<file path="src/hdl/or_exec_pkg.sv">
package or_exec_pkg;

    // ************************************************************
    // Encodings
    // ************************************************************
    localparam logic [7:0] OPC_OR_LITERAL   = 8'h09;
    localparam logic [5:0] OPC_OR_FILE      = 6'h04;
    localparam int         POS_DEST_BIT     = 9;
    localparam int         POS_BANK_BIT     = 8;
    localparam logic [7:0] INDEXED_MAX_ADDR = 8'h5f;
    localparam logic [3:0] ACCESS_BANK_LOW  = 4'h0;
    localparam logic [3:0] ACCESS_BANK_HIGH = 4'hf;
    localparam logic [7:0] ACCESS_SPLIT     = 8'h60;
    localparam logic [7:0] ACC_RESET        = 8'h00;

    // ************************************************************
    // Types
    // ************************************************************
    typedef enum logic [1:0] {PH_DECODE, PH_READ, PH_PROCESS, PH_WRITE} phase_t;

    typedef struct packed {
        logic        wr_en;
        logic [11:0] addr;
        logic [7:0]  wdata;
    } mem_wr_t;

    typedef struct packed {
        logic negative;
        logic zero;
    } flags_t;
endpackage

</file>
<file path="src/hdl/or_decode.sv">
`timescale 1ns/1ps
module or_decode
    import or_exec_pkg::*;
(
    input  wire logic [15:0] instr_i,
    input  wire logic        ext_set_i,
    input  wire logic [3:0]  bank_select_pointer_i,
    input  wire logic [11:0] index_base_i,
    output logic             is_literal_o,
    output logic             is_file_o,
    output logic             dest_file_o,
    output logic [11:0]      addr_o
);
    logic bank_bit;
    logic [7:0] f;

    always_comb begin
        bank_bit     = instr_i[POS_BANK_BIT];
        f            = instr_i[7:0];
        is_literal_o = (instr_i[15:8] == OPC_OR_LITERAL);
        is_file_o    = (instr_i[15:10] == OPC_OR_FILE);
        dest_file_o  = instr_i[POS_DEST_BIT];
        if (!bank_bit && ext_set_i && f <= INDEXED_MAX_ADDR) begin
            addr_o = 12'(index_base_i + {4'h0, f});
        end else if (!bank_bit) begin
            // Low part of access bank is bank 0, high part is the SFR page
            addr_o = {(f < ACCESS_SPLIT) ? ACCESS_BANK_LOW : ACCESS_BANK_HIGH, f};
        end else begin
            addr_o = {bank_select_pointer_i, f};
        end
    end
endmodule

</file>
<file path="src/hdl/or_exec.sv">
`timescale 1ns/1ps
module or_exec
    import or_exec_pkg::*;
(
    input  wire logic        clk_i,
    input  wire logic        rst_i,
    input  wire logic        instr_valid_i,
    input  wire logic [15:0] instr_i,
    input  wire logic        ext_set_i,
    input  wire logic [3:0]  bank_select_pointer_i,
    input  wire logic [11:0] index_base_i,
    input  wire logic [7:0]  mem_rdata_i,
    output logic [11:0]      mem_raddr_o,
    output logic             mem_rd_o,
    output mem_wr_t          mem_wr_o,
    output logic [7:0]       acc_o,
    output flags_t           flags_o,
    output logic             flags_we_o,
    output logic             busy_o
);
    // ************************************************************
    // State
    // ************************************************************
    typedef struct packed {
        phase_t      ph;
        logic        lit;
        logic        file;
        logic        dfile;
        logic [11:0] addr;
        logic [7:0]  opnd;
        logic [7:0]  res;
        logic [7:0]  acc;
        flags_t      flg;
        logic        fwe;
        mem_wr_t     wr;
    } st_t;

    st_t s_q, s_d;
    logic dec_lit, dec_file, dec_dfile;
    logic [11:0] dec_addr;

    or_decode u_dec (
        .instr_i               (instr_i),
        .ext_set_i             (ext_set_i),
        .bank_select_pointer_i (bank_select_pointer_i),
        .index_base_i          (index_base_i),
        .is_literal_o          (dec_lit),
        .is_file_o             (dec_file),
        .dest_file_o           (dec_dfile),
        .addr_o                (dec_addr)
    );

    // ************************************************************
    // Phase sequencer
    // ************************************************************
    always_comb begin
        s_d          = s_q;
        s_d.fwe      = 1'b0;
        s_d.wr.wr_en = 1'b0;
        unique case (s_q.ph)
            PH_DECODE: begin
                // Instruction is sampled only here; other phases ignore it
                s_d.lit   = instr_valid_i && dec_lit;
                s_d.file  = instr_valid_i && dec_file;
                s_d.dfile = dec_dfile;
                s_d.addr  = dec_addr;
                s_d.opnd  = instr_i[7:0];
                s_d.ph    = PH_READ;
            end
            PH_READ: begin
                if (s_q.file) begin
                    s_d.opnd = mem_rdata_i;
                end
                s_d.ph = PH_PROCESS;
            end
            PH_PROCESS: begin
                s_d.res = s_q.acc | s_q.opnd;
                s_d.ph  = PH_WRITE;
            end
            PH_WRITE: begin
                if (s_q.lit || (s_q.file && !s_q.dfile)) begin
                    s_d.acc = s_q.res;
                end
                if (s_q.file && s_q.dfile) begin
                    s_d.wr = '{wr_en: 1'b1, addr: s_q.addr, wdata: s_q.res};
                end
                if (s_q.lit || s_q.file) begin
                    // Only N and Z move; other status bits are left to the core
                    s_d.flg = '{negative: s_q.res[7], zero: (s_q.res == 8'h00)};
                    s_d.fwe = 1'b1;
                end
                s_d.ph = PH_DECODE;
            end
        endcase
    end

    always_ff @(posedge clk_i or posedge rst_i) begin
        if (rst_i) begin
            s_q     <= '0;
            s_q.ph  <= PH_DECODE;
            s_q.acc <= ACC_RESET;
        end else begin
            s_q <= s_d;
        end
    end

    assign mem_raddr_o = s_q.addr;
    assign mem_rd_o    = (s_q.ph == PH_READ) && s_q.file;
    assign mem_wr_o    = s_q.wr;
    assign acc_o       = s_q.acc;
    assign flags_o     = s_q.flg;
    assign flags_we_o  = s_q.fwe;
    assign busy_o      = (s_q.ph != PH_DECODE);

    // ************************************************************
    // Checks
    // ************************************************************
    property p_lit_result;
        @(posedge clk_i) disable iff (rst_i)
        (s_q.ph == PH_DECODE && instr_valid_i && instr_i[15:8] == OPC_OR_LITERAL)
        |-> ##4 (acc_o == ($past(acc_o, 4) | $past(instr_i[7:0], 4)));
    endproperty
    a_lit_result: assert property (p_lit_result) else $error("literal OR wrong");

    property p_four_phases;
        @(posedge clk_i) disable iff (rst_i)
        (s_q.ph == PH_DECODE) |-> ##4 (s_q.ph == PH_DECODE);
    endproperty
    a_four_phases: assert property (p_four_phases) else $error("cycle not 4 phases");

    property p_file_dest_mem;
        @(posedge clk_i) disable iff (rst_i)
        (s_q.ph == PH_DECODE && instr_valid_i && dec_file && dec_dfile)
        |-> ##4 (mem_wr_o.wr_en && $stable(acc_o));
    endproperty
    a_file_dest_mem: assert property (p_file_dest_mem) else $error("no write back");

    property p_file_dest_acc;
        @(posedge clk_i) disable iff (rst_i)
        (s_q.ph == PH_DECODE && instr_valid_i && dec_file && !dec_dfile)
        |-> ##4 (!mem_wr_o.wr_en && flags_we_o);
    endproperty
    a_file_dest_acc: assert property (p_file_dest_acc) else $error("bad acc dest");

    property p_zero_flag;
        @(posedge clk_i) disable iff (rst_i)
        flags_we_o |-> (mem_wr_o.wr_en
            ? ((flags_o.zero == (mem_wr_o.wdata == 8'h00))
               && (flags_o.negative == mem_wr_o.wdata[7]))
            : ((flags_o.zero == (acc_o == 8'h00)) && (flags_o.negative == acc_o[7])));
    endproperty
    a_zero_flag: assert property (p_zero_flag) else $error("flag mismatch");

    property p_file_decode;
        @(posedge clk_i) disable iff (rst_i)
        (s_q.ph == PH_DECODE && instr_valid_i && instr_i[15:10] == OPC_OR_FILE)
        |-> ##1 mem_rd_o;
    endproperty
    a_file_decode: assert property (p_file_decode) else $error("no operand read");

    property p_lit_decode;
        @(posedge clk_i) disable iff (rst_i)
        (s_q.ph == PH_DECODE && instr_valid_i && instr_i[15:8] == OPC_OR_LITERAL)
        |-> ##1 (!mem_rd_o ##3 (flags_we_o && !mem_wr_o.wr_en));
    endproperty
    a_lit_decode: assert property (p_lit_decode) else $error("literal misdecoded");

    property p_indexed;
        @(posedge clk_i) disable iff (rst_i)
        (!instr_i[POS_BANK_BIT] && ext_set_i && instr_i[7:0] <= INDEXED_MAX_ADDR)
        |-> (dec_addr == 12'(index_base_i + {4'h0, instr_i[7:0]}));
    endproperty
    a_indexed: assert property (p_indexed) else $error("indexed address wrong");

    property p_banked;
        @(posedge clk_i) disable iff (rst_i)
        instr_i[POS_BANK_BIT] |-> (dec_addr[11:8] == bank_select_pointer_i);
    endproperty
    a_banked: assert property (p_banked) else $error("bank pointer unused");

    property p_access_bank;
        @(posedge clk_i) disable iff (rst_i)
        (!instr_i[POS_BANK_BIT] && !(ext_set_i && instr_i[7:0] <= INDEXED_MAX_ADDR))
        |-> (dec_addr[7:0] == instr_i[7:0])
            && ((instr_i[7:0] < ACCESS_SPLIT) ? (dec_addr[11:8] == ACCESS_BANK_LOW)
                                              : (dec_addr[11:8] == ACCESS_BANK_HIGH));
    endproperty
    a_access_bank: assert property (p_access_bank) else $error("access bank wrong");

    property p_file_acc;
        @(posedge clk_i) disable iff (rst_i)
        (s_q.ph == PH_DECODE && instr_valid_i && dec_file && !dec_dfile)
        |-> ##4 (acc_o == ($past(acc_o, 4) | $past(mem_rdata_i, 3)));
    endproperty
    a_file_acc: assert property (p_file_acc) else $error("acc result wrong");

    property p_file_wb;
        @(posedge clk_i) disable iff (rst_i)
        (s_q.ph == PH_DECODE && instr_valid_i && dec_file && dec_dfile)
        |-> ##4 ((mem_wr_o.wdata == ($past(acc_o, 4) | $past(mem_rdata_i, 3)))
                 && (mem_wr_o.addr == $past(mem_raddr_o, 3)));
    endproperty
    a_file_wb: assert property (p_file_wb) else $error("write back data wrong");

    property p_refused;
        @(posedge clk_i) disable iff (rst_i)
        (s_q.ph == PH_DECODE && !(instr_valid_i && (dec_lit || dec_file)))
        |-> ##1 (!mem_rd_o ##3 ($stable(acc_o) && !flags_we_o && !mem_wr_o.wr_en));
    endproperty
    a_refused: assert property (p_refused) else $error("refused word acted on");

    property p_flags_pulse;
        @(posedge clk_i) disable iff (rst_i)
        flags_we_o |=> (!flags_we_o && !mem_wr_o.wr_en);
    endproperty
    a_flags_pulse: assert property (p_flags_pulse) else $error("pulse too long");

    // ************************************************************
    // Coverage
    // ************************************************************
    c_lit:   cover property (@(posedge clk_i) disable iff (rst_i)
        s_q.ph == PH_WRITE && s_q.lit);
    c_wb:    cover property (@(posedge clk_i) disable iff (rst_i) mem_wr_o.wr_en);
    c_zero:  cover property (@(posedge clk_i) disable iff (rst_i) flags_we_o && flags_o.zero);
    c_index: cover property (@(posedge clk_i) disable iff (rst_i)
        s_q.ph == PH_DECODE && !instr_i[POS_BANK_BIT] && ext_set_i && instr_valid_i);
endmodule

</file>
<file path="config.mk">
export PLATFORM = sky130hd
export DESIGN_NAME = or_exec
export DESIGN_NICKNAME = d
export VERILOG_FILES = /design/src/hdl/or_exec_pkg.sv /design/src/hdl/or_decode.sv /design/src/hdl/or_exec.sv
export SDC_FILE = /design/constraint.sdc
export NUM_CORES = 1
export LEC_CHECK = 0
export BUFFER_PORTS_ARGS = -buffer_cell sky130_fd_sc_hd__buf_2
export CORE_AREA = 2 2 105 118
export CTS_CLUSTER_SIZE = 10
export DETAILED_ROUTE_END_ITERATION = 7
export DIE_AREA = 0 0 107 120
export PLACE_DENSITY = 0.56
export SLEW_MARGIN = 20
export SYNTH_ARGS = -nofsm -noshare
export SYNTH_HDL_FRONTEND = slang
export SYNTH_SLANG_ARGS = --single-unit
</file>
<file path="constraint.sdc">
create_clock -name clk_i -period 5.6 [get_ports clk_i]
set_input_delay 0.56 -clock clk_i [delete_from_list [all_inputs] [get_ports clk_i]]
set_output_delay 0.56 -clock clk_i [all_outputs]
set_load 0.01 [all_outputs]
</file>
**After elaboration in Yosys (flattened, before gate mapping)**

Index checks and enable logic that the tools add are counted.

- Bits of input ports: 44
- Logic and storage cells: 52
- Register bits after elaboration: 65
- Output and inout port bits: 46

- Muxes and demuxes: 9
- Add/sub/neg operators: 1
- Reductions and logical operators: 19
- Equal/unequal tests: 6
- Order comparisons: 2
- Bitwise operators: 1

Operators with widths:

| operator | count |
|---|---|
| 12-bit two-way mux | 2 |
| 22-bit two-way mux | 1 |
| 21-bit two-way mux | 1 |
| 8-bit case mux with 2 select lines | 1 |
| 12-bit by 8-bit adder with 12-bit output | 1 |
| 8-bit by 4-bit equality test with 1-bit output (second input constant) | 1 |
| 8-bit by 7-bit <= comparator with 1-bit output (second input constant) | 1 |
| 8-bit zero test | 1 |
| 8-bit by 7-bit < comparator with 1-bit output (second input constant) | 1 |
| 8-bit two-way mux | 1 |
| 8-bit OR | 1 |
| 2-bit case mux with 4 select lines | 1 |
| 2-bit AND reduction | 4 |
| 1-bit logical AND | 7 |
| 6-bit by 3-bit equality test with 1-bit output (second input constant) | 1 |
| 2-bit equality test (second input constant) | 2 |
| 4-bit two-way mux | 1 |
| 2-bit nonzero test | 2 |
| 2-bit by 1-bit equality test with 1-bit output (second input constant) | 1 |
| 1-bit zero test | 2 |
| 2-bit zero test | 1 |
| 1-bit logical OR | 2 |
| 2-bit inequality test (second input constant) | 1 |
| 1-bit two-way mux | 1 |

**Longest topological paths before layout**

Gate-level depths: netlist of run 1.

- Depth in word-level cells: 4
- Depth in mapped cells: 8
- Mapped depth without buffers: 8

**By module**

From an unflattened synthesis of run 1, not the netlist that was laid out.

- Cell total of the unflattened synthesis: 338
- Area total of the unflattened synthesis: 3739.8 µm²

By module, submodules not included:

| module | sequential area each (µm²) | cells each | instances | area an instance (µm²) |
|---|---|---|---|---|
| or_exec | 1626.6 | 244 | 1 | 3086.7 |
| or_decode | 0.0 | 94 | 1 | 653.1 |

**Worst setup path after synthesis of run 1**

Ideal clock, no wire load.

- Path kind: input to register
- Start: in instr_i[0]
- End: reg s_q (netlist bit mem_raddr_o[10])
- Stages: 8
- Library setup time: 82 ps
- Path slack: 3519 ps
- Data required time: 5518 ps
- Data arrival time: 1999 ps
- Path buffers: 0
- Cells stage by stage: ha_1 > inv_1 > fa_1 > nand2b_1 > a211oi_2 > o211ai_1 > xor2_1 > a31oi_1

- Word-level cells in the longest chain between the ends: 4
- Elaborated cells on any way between the ends: 7
- Those cells by class: add/sub: 1; order compare: 2; mux: 3; reduce/logical: 1

Ends and longest elaborated chain:

| element | RTL line | source |
|---|---|---|
| start, declared | or_exec.sv:8 | `input wire logic [15:0] instr_i,` |
| 8-bit by 7-bit < comparator with 1-bit output | or_decode.sv:27 | `addr_o = {(f < ACCESS_SPLIT) ? ACCESS_BANK_LOW : ACCESS_BANK_HIGH, f};` |
| 4-bit two-way mux | or_decode.sv:27 |  |
| 12-bit two-way mux | or_decode.sv:25 | `end else if (!bank_bit) begin` |
| 12-bit two-way mux (*) | or_decode.sv:23 | `if (!bank_bit && ext_set_i && f <= INDEXED_MAX_ADDR) begin` |
| end, declared | or_exec.sv:38 | `st_t s_q, s_d;` |

Every way passes the cells marked *; elsewhere a longest branch is shown, timed or not.
A chain may end at the register's enable or synchronous reset.

**Final worst setup path of run 1**

- Start: reg s_q[63] (netlist bit)
- End: out busy_o

- Word-level cells in the longest chain between the ends: 1

Ends and longest elaborated chain:

| element | RTL line | source |
|---|---|---|
| 2-bit nonzero test | or_exec.sv:113 | `assign busy_o = (s_q.ph != PH_DECODE);` |
| end, declared | or_exec.sv:19 | `output logic busy_o` |

Every way passes these cells.

==> out/results.env, run 1 <==
WORST_SKEW_PAIR.LATE_LATENCY_NS=0.32
PATH_CELLS='inv_1 -> ha_1 -> inv_1 -> buf_2'
DIE_W_MICRONS=107
SYNTH-XOR-AREA-SHARE_PCT=2.30
TIMING.FMAX_GHz=0.359
CRITICAL_PATH.MOST_COMMON_CELL='inv_1'
RSZ0062_AT_GRT='no'
END_KIND='output port'
CLOCK_TREE.HTREE_LEVEL_COUNT=3
SYNTH-COMPOUND-AREA-SHARE_PCT=12.8
INITIAL_UTILIZATION_PCT=29.3
SYN_AREA_SQ_MM=0.00343
DETAIL-ROUTE-ANTENNA-NETS=0
STD_CELL_ROWS=42
CRIT_PATH_MAX_DELAY_CELL_TYPE='ha_1'
POWER.INTERNAL_W=0.000890
POST_CTS_BUFFERS=0
DRIVE_GT1_SHARE_PCT=31.5
DR.FIRST_ITER.DRC_COUNT=72
NETLIST-CELL-TYPE-COUNT=45
OUTCOME='complete, no violations'
REGISTER_AREA_SQ_MM=0.00163
DP_SLACK_NS=3.19
SYNTH_FP_NETS=384
AREAGROWTHSYNTHTOFINISH_PCT=17.0
FLOORPLAN.DIE_AREA_SQ_MM=0.0128
CTS.SINK_COUNT=65
CRITICAL_PATH.TOP_DELAY_FAMILY='buffers and inverters'
YOSYSTOPAREACELL='dfrtp_1'
DRT-TOTAL-WL_MICRONS=8100
CLOCK_SKEW_NS=0.00462
POST_SYNTH_FA_HA_MAJ_AREA_FRACTION_PCT=4.96
WORST-PATH-MAX-FANOUT=24
TRITONCTS='built'
CTS_ROOT_BUF='clkbuf_16'
POSTCTSHOLDBUFS=0
TIMING_WORST_SLEW_PIN_VALUE_NS=0.851
SETUP.WORST_PATH.START_CLASS='flop'
GRT_PASS1_VIAS=2539
PWR-SHARE-COMB_PCT=10.1
POWER_SWITCHING_SHARE_PCT=23.9
GRT_ANTENNA_BEFORE_REPAIR=1
SYNTH_LARGEST_TYPE_AREA_FRACTION_PCT=47.4
TIMING.FINAL.MAX_SLEW_VIOLATIONS=0
MULTI_INPUT_COMB_AREA_SQ_MM=0.00140
PATH_BUF_INV=3
SHARE_SEQ_OF_TOTAL_POWER_PCT=43.3
NETS=435
FIN_TNS_SETUP_NS=0
MAIN_COMBINATIONAL_CELL_FAMILY_BY_AREA_AFTER_SYNTHESIS='compound AO/OA/AOI/OAI gates'
OVERFLOW=0
CTS_MADE_BUFFERS=9
CORE_SQ_MM=0.0117
VIA_COUNT=2477
POWER.NET_SWITCHING_W=0.000279
NETLIST_TOP_CELLS_AREA='dfrtp_1 47%, buf_4 9.4%, mux2_1 8.9%'
FILLER_CELL_COUNT=1259
LARGEST_NET_DEGREE_AT_THE_START_OF_GLOBAL_ROUTING=66
ROUTE.DETAILED.DRC=0
CLKSLEWWORSTSETUPHOLDPATHS_NS=0.05
SYNTHFLOPTYPE='dfrtp_1'
FINALCRITPERIODSHARE_PCT=49.7
WORST_SLEW_MARGIN_REL_PCT=43.2
DETAIL_ROUTE.VIAS_PER_CELL=4.62
PWR_DENSITY_CELL_mW_PER_MM2=291
PLACE_HPWL_MICRONS=6230
SYNTH_COMMONEST_CELLS='65 x dfrtp_1, 43 x buf_4, 37 x nor2_1'
SYN_INST=327
SETUP_CP_TYPE='reg -> out'
DETAIL_ROUTE.FIRST_PASS.ITERATIONS=4
DRT-WIRELENGTH-PER-CELL_MICRONS=15.1
FINAL_PERIOD_MINUS_WORST_SETUP_SLACK_NS=2.78
SYNTH-ASYNC-RESET-RATIO_PCT=100
POSTLAYOUTSETUPSLACKWORST_NS=2.82
DESIGN.PORTCOUNT=90
YS_FF_LATCH=65
GLOBAL_ROUTE_WIRE_LENGTH_BEFORE_REPAIR_MICRONS=13100
FINAL-SETUP-VIOL-COUNT=0
SYNTH_MUX_AREA_SHARE_PCT=10.4
AVERAGE_INSTANCE_AREA_AFTER_SYNTHESIS_SQ_UM=10.5
CRITICAL_PATH.MAX_STAGE_DELAY_NS=0.69
DRV_CAP=0
WORST_EP_REQUIRED_TIME_NS=5.04
SYNTH_EDF_COUNT=0
DIEHEIGHT_MICRONS=120
POWER.CLOCK.FRACTION_PCT=46.6
PATH_TYPE_OF_THE_WORST_MIN_DELAY_PATH='in -> async'
IR_DROP_mV=0.104
CTSRESIZECOUNT=0
HOLD_VIOLATIONS=0
YOSYSWARNINGCOUNT=0
SYNTH_SEQUENTIAL_AREA_RATIO_PCT=47.4
YOSYS.CELL_COUNT.TOP_TYPE='dfrtp_1'
SYNTHSIMPLEGATEAREAFRAC_PCT=10.2
GLOBALPLACE.CONGESTION=0.816
PORT-BUFFER-COUNT=89
CLK_PATH_BUF_DEPTH=2
GLOBALROUTETOTALUTIL_PCT=13.5
TIMING.CRITICAL_PATH.ARRIVAL_NS=2.22
LEAKAGEPOWER_nW=2.06
[power by group through the flow]
stage	clock [W]	combinational, W	sequential (W)
6_report	0.000544	0.000118	0.000507
5_1_grt	0.000579	0.000134	0.000510
4_1_cts	0.000559	0.000121	0.000508
3_5_place_dp	0	0.000120	0.000516
3_3_place_gp	0	0.000118	0.000515
2_1_floorplan	0	0.0000897	0.000508
[placed cells by master, fill, tap and decap left out, types with 5 or more instances in the layout]
| cell | instances |
|---|---|
| buf_2 | 89 |
| dfrtp_1 | 65 |
| nor2_1 | 37 |
| a21oi_1 | 27 |
| mux2_1 | 27 |
| inv_1 | 13 |
| ha_1 | 12 |
| o21ai_1 | 11 |
| nand2_1 | 10 |
| clkbuf_16 | 9 |
| xor2_1 | 8 |
| o22ai_1 | 7 |
| o21ai_0 | 5 |
[sequential cells by signal (all words and copies together), names as in the netlist]
name,cells
acc_o,8
flags_o,2
flags_we_o,1
mem_raddr_o,12
mem_wr_o,21
s_q,21
[metrics by stage]
step           area [sq um]  power (W)  utilization (%)  instances  hold WS [ns]
6_report               4020    0.00117             34.3        536         0.470
5_1_grt                4020    0.00122             34.3        536         0.498
4_1_cts                4010    0.00119             34.3        535         0.487
3_5_place_dp           3730   0.000636             31.8        521         0.475
3_3_place_gp           3730   0.000633             31.8        521         0.469
2_1_floorplan          3430   0.000598                -        327         0.451
[tightest hold or removal path: stages]
cell,delay [ns]
buf_2,0.10
inv_2,0.03
buf_4,0.63
[kinds of logic after synthesis]
kind of cell / Yosys count
AND/OR/NAND/NOR: 74
AO/OA/AOI/OAI: 69
buffers and inverters: 65
flip-flops: 65
multiplexers: 32
adder cells (fa/ha/maj): 13
XOR/XNOR: 9
[final timing paths]
| check | startpoint | end | slack [ns] | cells past startpoint |
|---|---|---|---|---|
| setup / recovery | s_q[63] | busy_o | 2.82 | 4 |
| hold / removal | rst_i | mem_wr_o[9] | 0.47 | 3 |
| setup reg to reg | s_q[63] | mem_raddr_o[10] | 3.25 | 6 |
| hold reg to reg | flags_o[0] | flags_o[0] | 0.48 | 2 |
| max in group asynchronous | rst_i | mem_wr_o[3] | 4.56 | 3 |
| min in group clk_i | flags_o[0] | flags_o[0] | 0.48 | 2 |
[metal layers]
layer / vias to the layer above / GRT usage (%) / share of wire, %
met2: 58 / 22.3 / 49
li1: 1199 / - / -
met1: 1205 / 16.6 / 44
met4: 0 / 6.25 / 2.4
met3: 15 / 3.37 / 4.3
met5: - / 0 / 0
[layout make-up]
| type | count | area share [%] |
|---|---|---|
| Sequential cell | 65 | 40.5 |
| Multi-Input combinational cell | 197 | 34.8 |
| Timing Repair Buffer | 91 | 11.5 |
| Clock buffer | 10 | 5.95 |
| Tap cell | 154 | 4.80 |
| Inverter | 14 | 1.31 |
| Clock inverter | 4 | 1.12 |
| Antenna cell | 1 | 0.0623 |
Power figures use the tool's default switching activity.
==> run 2, diff against run 1 <==
--- a/config.mk
+++ b/config.mk
@@ -10,7 +10,7 @@
 export CTS_CLUSTER_SIZE = 10
 export DETAILED_ROUTE_END_ITERATION = 7
 export DIE_AREA = 0 0 107 120
-export PLACE_DENSITY = 0.56
+export PLACE_DENSITY = 0.57
 export SLEW_MARGIN = 20
 export SYNTH_ARGS = -nofsm -noshare
 export SYNTH_HDL_FRONTEND = slang
==> constraint.sdc (replaced) <==
create_clock -name clk_i -period 2.27 [get_ports clk_i]
set_input_delay 0.227 -clock clk_i [delete_from_list [all_inputs] [get_ports clk_i]]
set_output_delay 0.227 -clock clk_i [all_outputs]
set_load 0.01 [all_outputs]
==> run 2 against run 1 <==
Clock skew about the same. Clock-buffer cell count unchanged. Sequential power increased by 150%. Combinational power increased to 2.5 times the previous value. Power increased to 2.7 times the previous value. Flip-flop and latch count unchanged. Clock power increased to 2.9 times the previous value. Cell area increased by 2.6%. Largest power group unchanged.
==> out/results.env, run 2 (same netlist as run 1, synthesis figures left out) <==
OUTCOME='complete, no violations'
REGTOREGSTARTPOINT='s_q[63]'
DETAIL_ROUTE.FIRST_PASS.ITERATIONS=4  # unchanged
DIEHEIGHT_MICRONS=120  # unchanged
FIN_TNS_SETUP_NS=0  # unchanged
AREAGROWTHSYNTHTOFINISH_PCT=20.0
TRITONCTS='built'
WORST_SLEW_MARGIN_REL_PCT=62.5  # +19 points
WORST-R2R-SETUP-SLACK_NS=0.50  # -2.75 ns
OVERFLOW=0  # unchanged
CTS.SINK_COUNT=65  # unchanged
WORSTSETUPSTARTPOINT='s_q[63]'
LEAKAGEPOWER_nW=2.11  # +2.5%
DETAIL-ROUTE-ANTENNA-NETS=0  # unchanged
FINALCRITPERIODSHARE_PCT=85.2
ROUTE.DETAILED.DRC=0  # unchanged
DRT-WIRELENGTH-PER-CELL_MICRONS=14.4  # -4.8%
VIA_COUNT=2443  # -1.4%
RSZ0062_AT_GRT='no'
WORST_SKEW_PAIR.LATE_LATENCY_NS=0.32  # about the same
TIMING.CRITICAL_PATH.ARRIVAL_NS=1.71  # -0.51 ns
IR_DROP_mV=0.248  # +140%
FINAL_PERIOD_MINUS_WORST_SETUP_SLACK_NS=1.93
INITIAL_UTILIZATION_PCT=29.3  # unchanged
WORST_HOLD_PATH.ENDPOINT='s_q[60]'
CLOCK_TREE.HTREE_LEVEL_COUNT=3  # unchanged
TIMING.FINAL.MAX_SLEW_VIOLATIONS=0  # unchanged
SETUP.WORST_PATH.START_CLASS='flop'
CTS_MADE_BUFFERS=9  # unchanged
LAYOUT_COMMONEST_CELL='buf_2'
HOLDCRITSTARTPOINT='instr_i[9]'
MET3_USAGE_GRT_PCT=3.75  # +0.38 points
ANTENNA-DIODE-COUNT=0  # -1
CLOCK_SKEW_NS=0.00464  # +0.0000175 ns
NETS=439  # +0.92%
WORST-PATH-MAX-FANOUT=13  # -46%
FINAL-SETUP-VIOL-COUNT=0  # unchanged
WORSTHOLDPATHCELLS=2
GRT_MOST_USED_LAYER='met2'
GRT_ANTENNA_BEFORE_REPAIR=0  # -1
PLACED_CELLS=524  # +0.58%
GLOBAL_ROUTE_WIRE_LENGTH_BEFORE_REPAIR_MICRONS=12500  # -4.4%
INSTANCES_NO_FILL=541  # +0.93%
GR-USAGE-MET2_PCT=20.5  # -1.8 points
DESIGN.PORTCOUNT=90  # unchanged
WORST_EP_REQUIRED_TIME_NS=2.04  # -3.00 ns
CLKSLEWWORSTSETUPHOLDPATHS_NS=0.05  # about the same
DRT-TOTAL-WL_MICRONS=7790  # -3.9%
FLOORPLAN.DIE_AREA_SQ_MM=0.0128  # unchanged
GLOBALROUTETOTALUTIL_PCT=12.9  # -0.67 points
REGTOREGENDPOINT='mem_raddr_o[10]'
DIE_W_MICRONS=107  # unchanged
HOLD_VIOLATIONS=0  # unchanged
GR-USAGE-MET1_PCT=16.9  # +0.27 points
WORST_R2R_PATH_CELLS=6  # unchanged
SETUP_CP_TYPE='reg -> out'
GRT_PASS1_VIAS=2361  # -7.0%
PORT-BUFFER-COUNT=89  # unchanged
DETAIL_ROUTE.VIAS_PER_CELL=4.52  # -2.3%
CLK_PATH_BUF_DEPTH=2  # unchanged
GLOBALPLACE.CONGESTION=0.844  # +3.4%
LARGEST_NET_DEGREE_AT_THE_START_OF_GLOBAL_ROUTING=66  # unchanged
PLACE_HPWL_MICRONS=6120  # -1.7%
END_KIND='output port'
TIMING.FMAX_GHz=0.517
CORE_SQ_MM=0.0117  # unchanged
POWER.TOTAL_W=0.00313  # +170%
FIN_HOLD_WS_NS=0.147  # -0.324 ns
LAYOUT.CELLS.MOST_COMMON_LIST='89 x buf_2, 65 x dfrtp_1, 37 x nor2_1'
STD_CELL_ROWS=42  # unchanged
DRIVE_GT1_SHARE_PCT=32.3  # +0.80 points
PWR_DENSITY_CELL_mW_PER_MM2=759  # +160%
CTS_ROOT_BUF='clkbuf_16'
TIMING_WORST_SLEW_PIN_VALUE_NS=0.562  # -0.289 ns
PATH_TYPE_OF_THE_WORST_MIN_DELAY_PATH='in -> reg'
DR.FIRST_ITER.DRC_COUNT=62  # -14%
DRV_CAP=0  # unchanged
run 2: per-stage QoR:
stage,instance area (sq um),setup WS (ns),utilization (%)
after global routing,4120,0.217,35.1
after detailed placement,3760,0.248,32.1
final,4120,0.336,35.1
after floorplan,3430,0.417,-
after CTS,4120,0.316,35.1
after global placement,3760,0.282,32.1
run 2: cell type report:
class	count	area, sq um
multi-input cells	197	1400
well taps	154	193
clock buffers	10	239
fillers	1191	7600
repair buffers	95	505
flip-flops and latches	65	1630
inverters	14	52.6
clock inverters	6	105
run 2: power by group:
part / internal [W] / switching [W] / total, W
Sequential: 0.00121 / 0.0000407 / 0.00125
Clock: 0.00110 / 0.000486 / 0.00158
Combinational: 0.000130 / 0.000167 / 0.000297
run 2: worst max path at each step:
stage,depth (start not counted),endpoint,slack (ns)
after floorplan,1,acc_o[0],0.42
after global placement,9,mem_raddr_o[10],0.28
after detailed placement,9,mem_raddr_o[10],0.25
after CTS,4,busy_o,0.32
after global routing,4,busy_o,0.22
final,4,busy_o,0.34
run 2: worst max-delay path, stage by stage, from the launching register on:
cell	delay, ns
dfrtp_1	0.38
inv_1	0.08
ha_1	0.31
inv_1	0.40
buf_2	0.22
run 2: repair_timing:
item,in CTS,in global routing
resized for setup,0,0
hold endpoints to repair,65,0
setup buffers,0,0
hold buffers,1,0
run 2: layer usage:
layer  vias to the layer above  part of all wire (%)
met3                         9                   5.6
met2                        68                    49
li1                       1195                     -
met1                      1171                    44
met4                         0                   1.1
met5                         -                     0
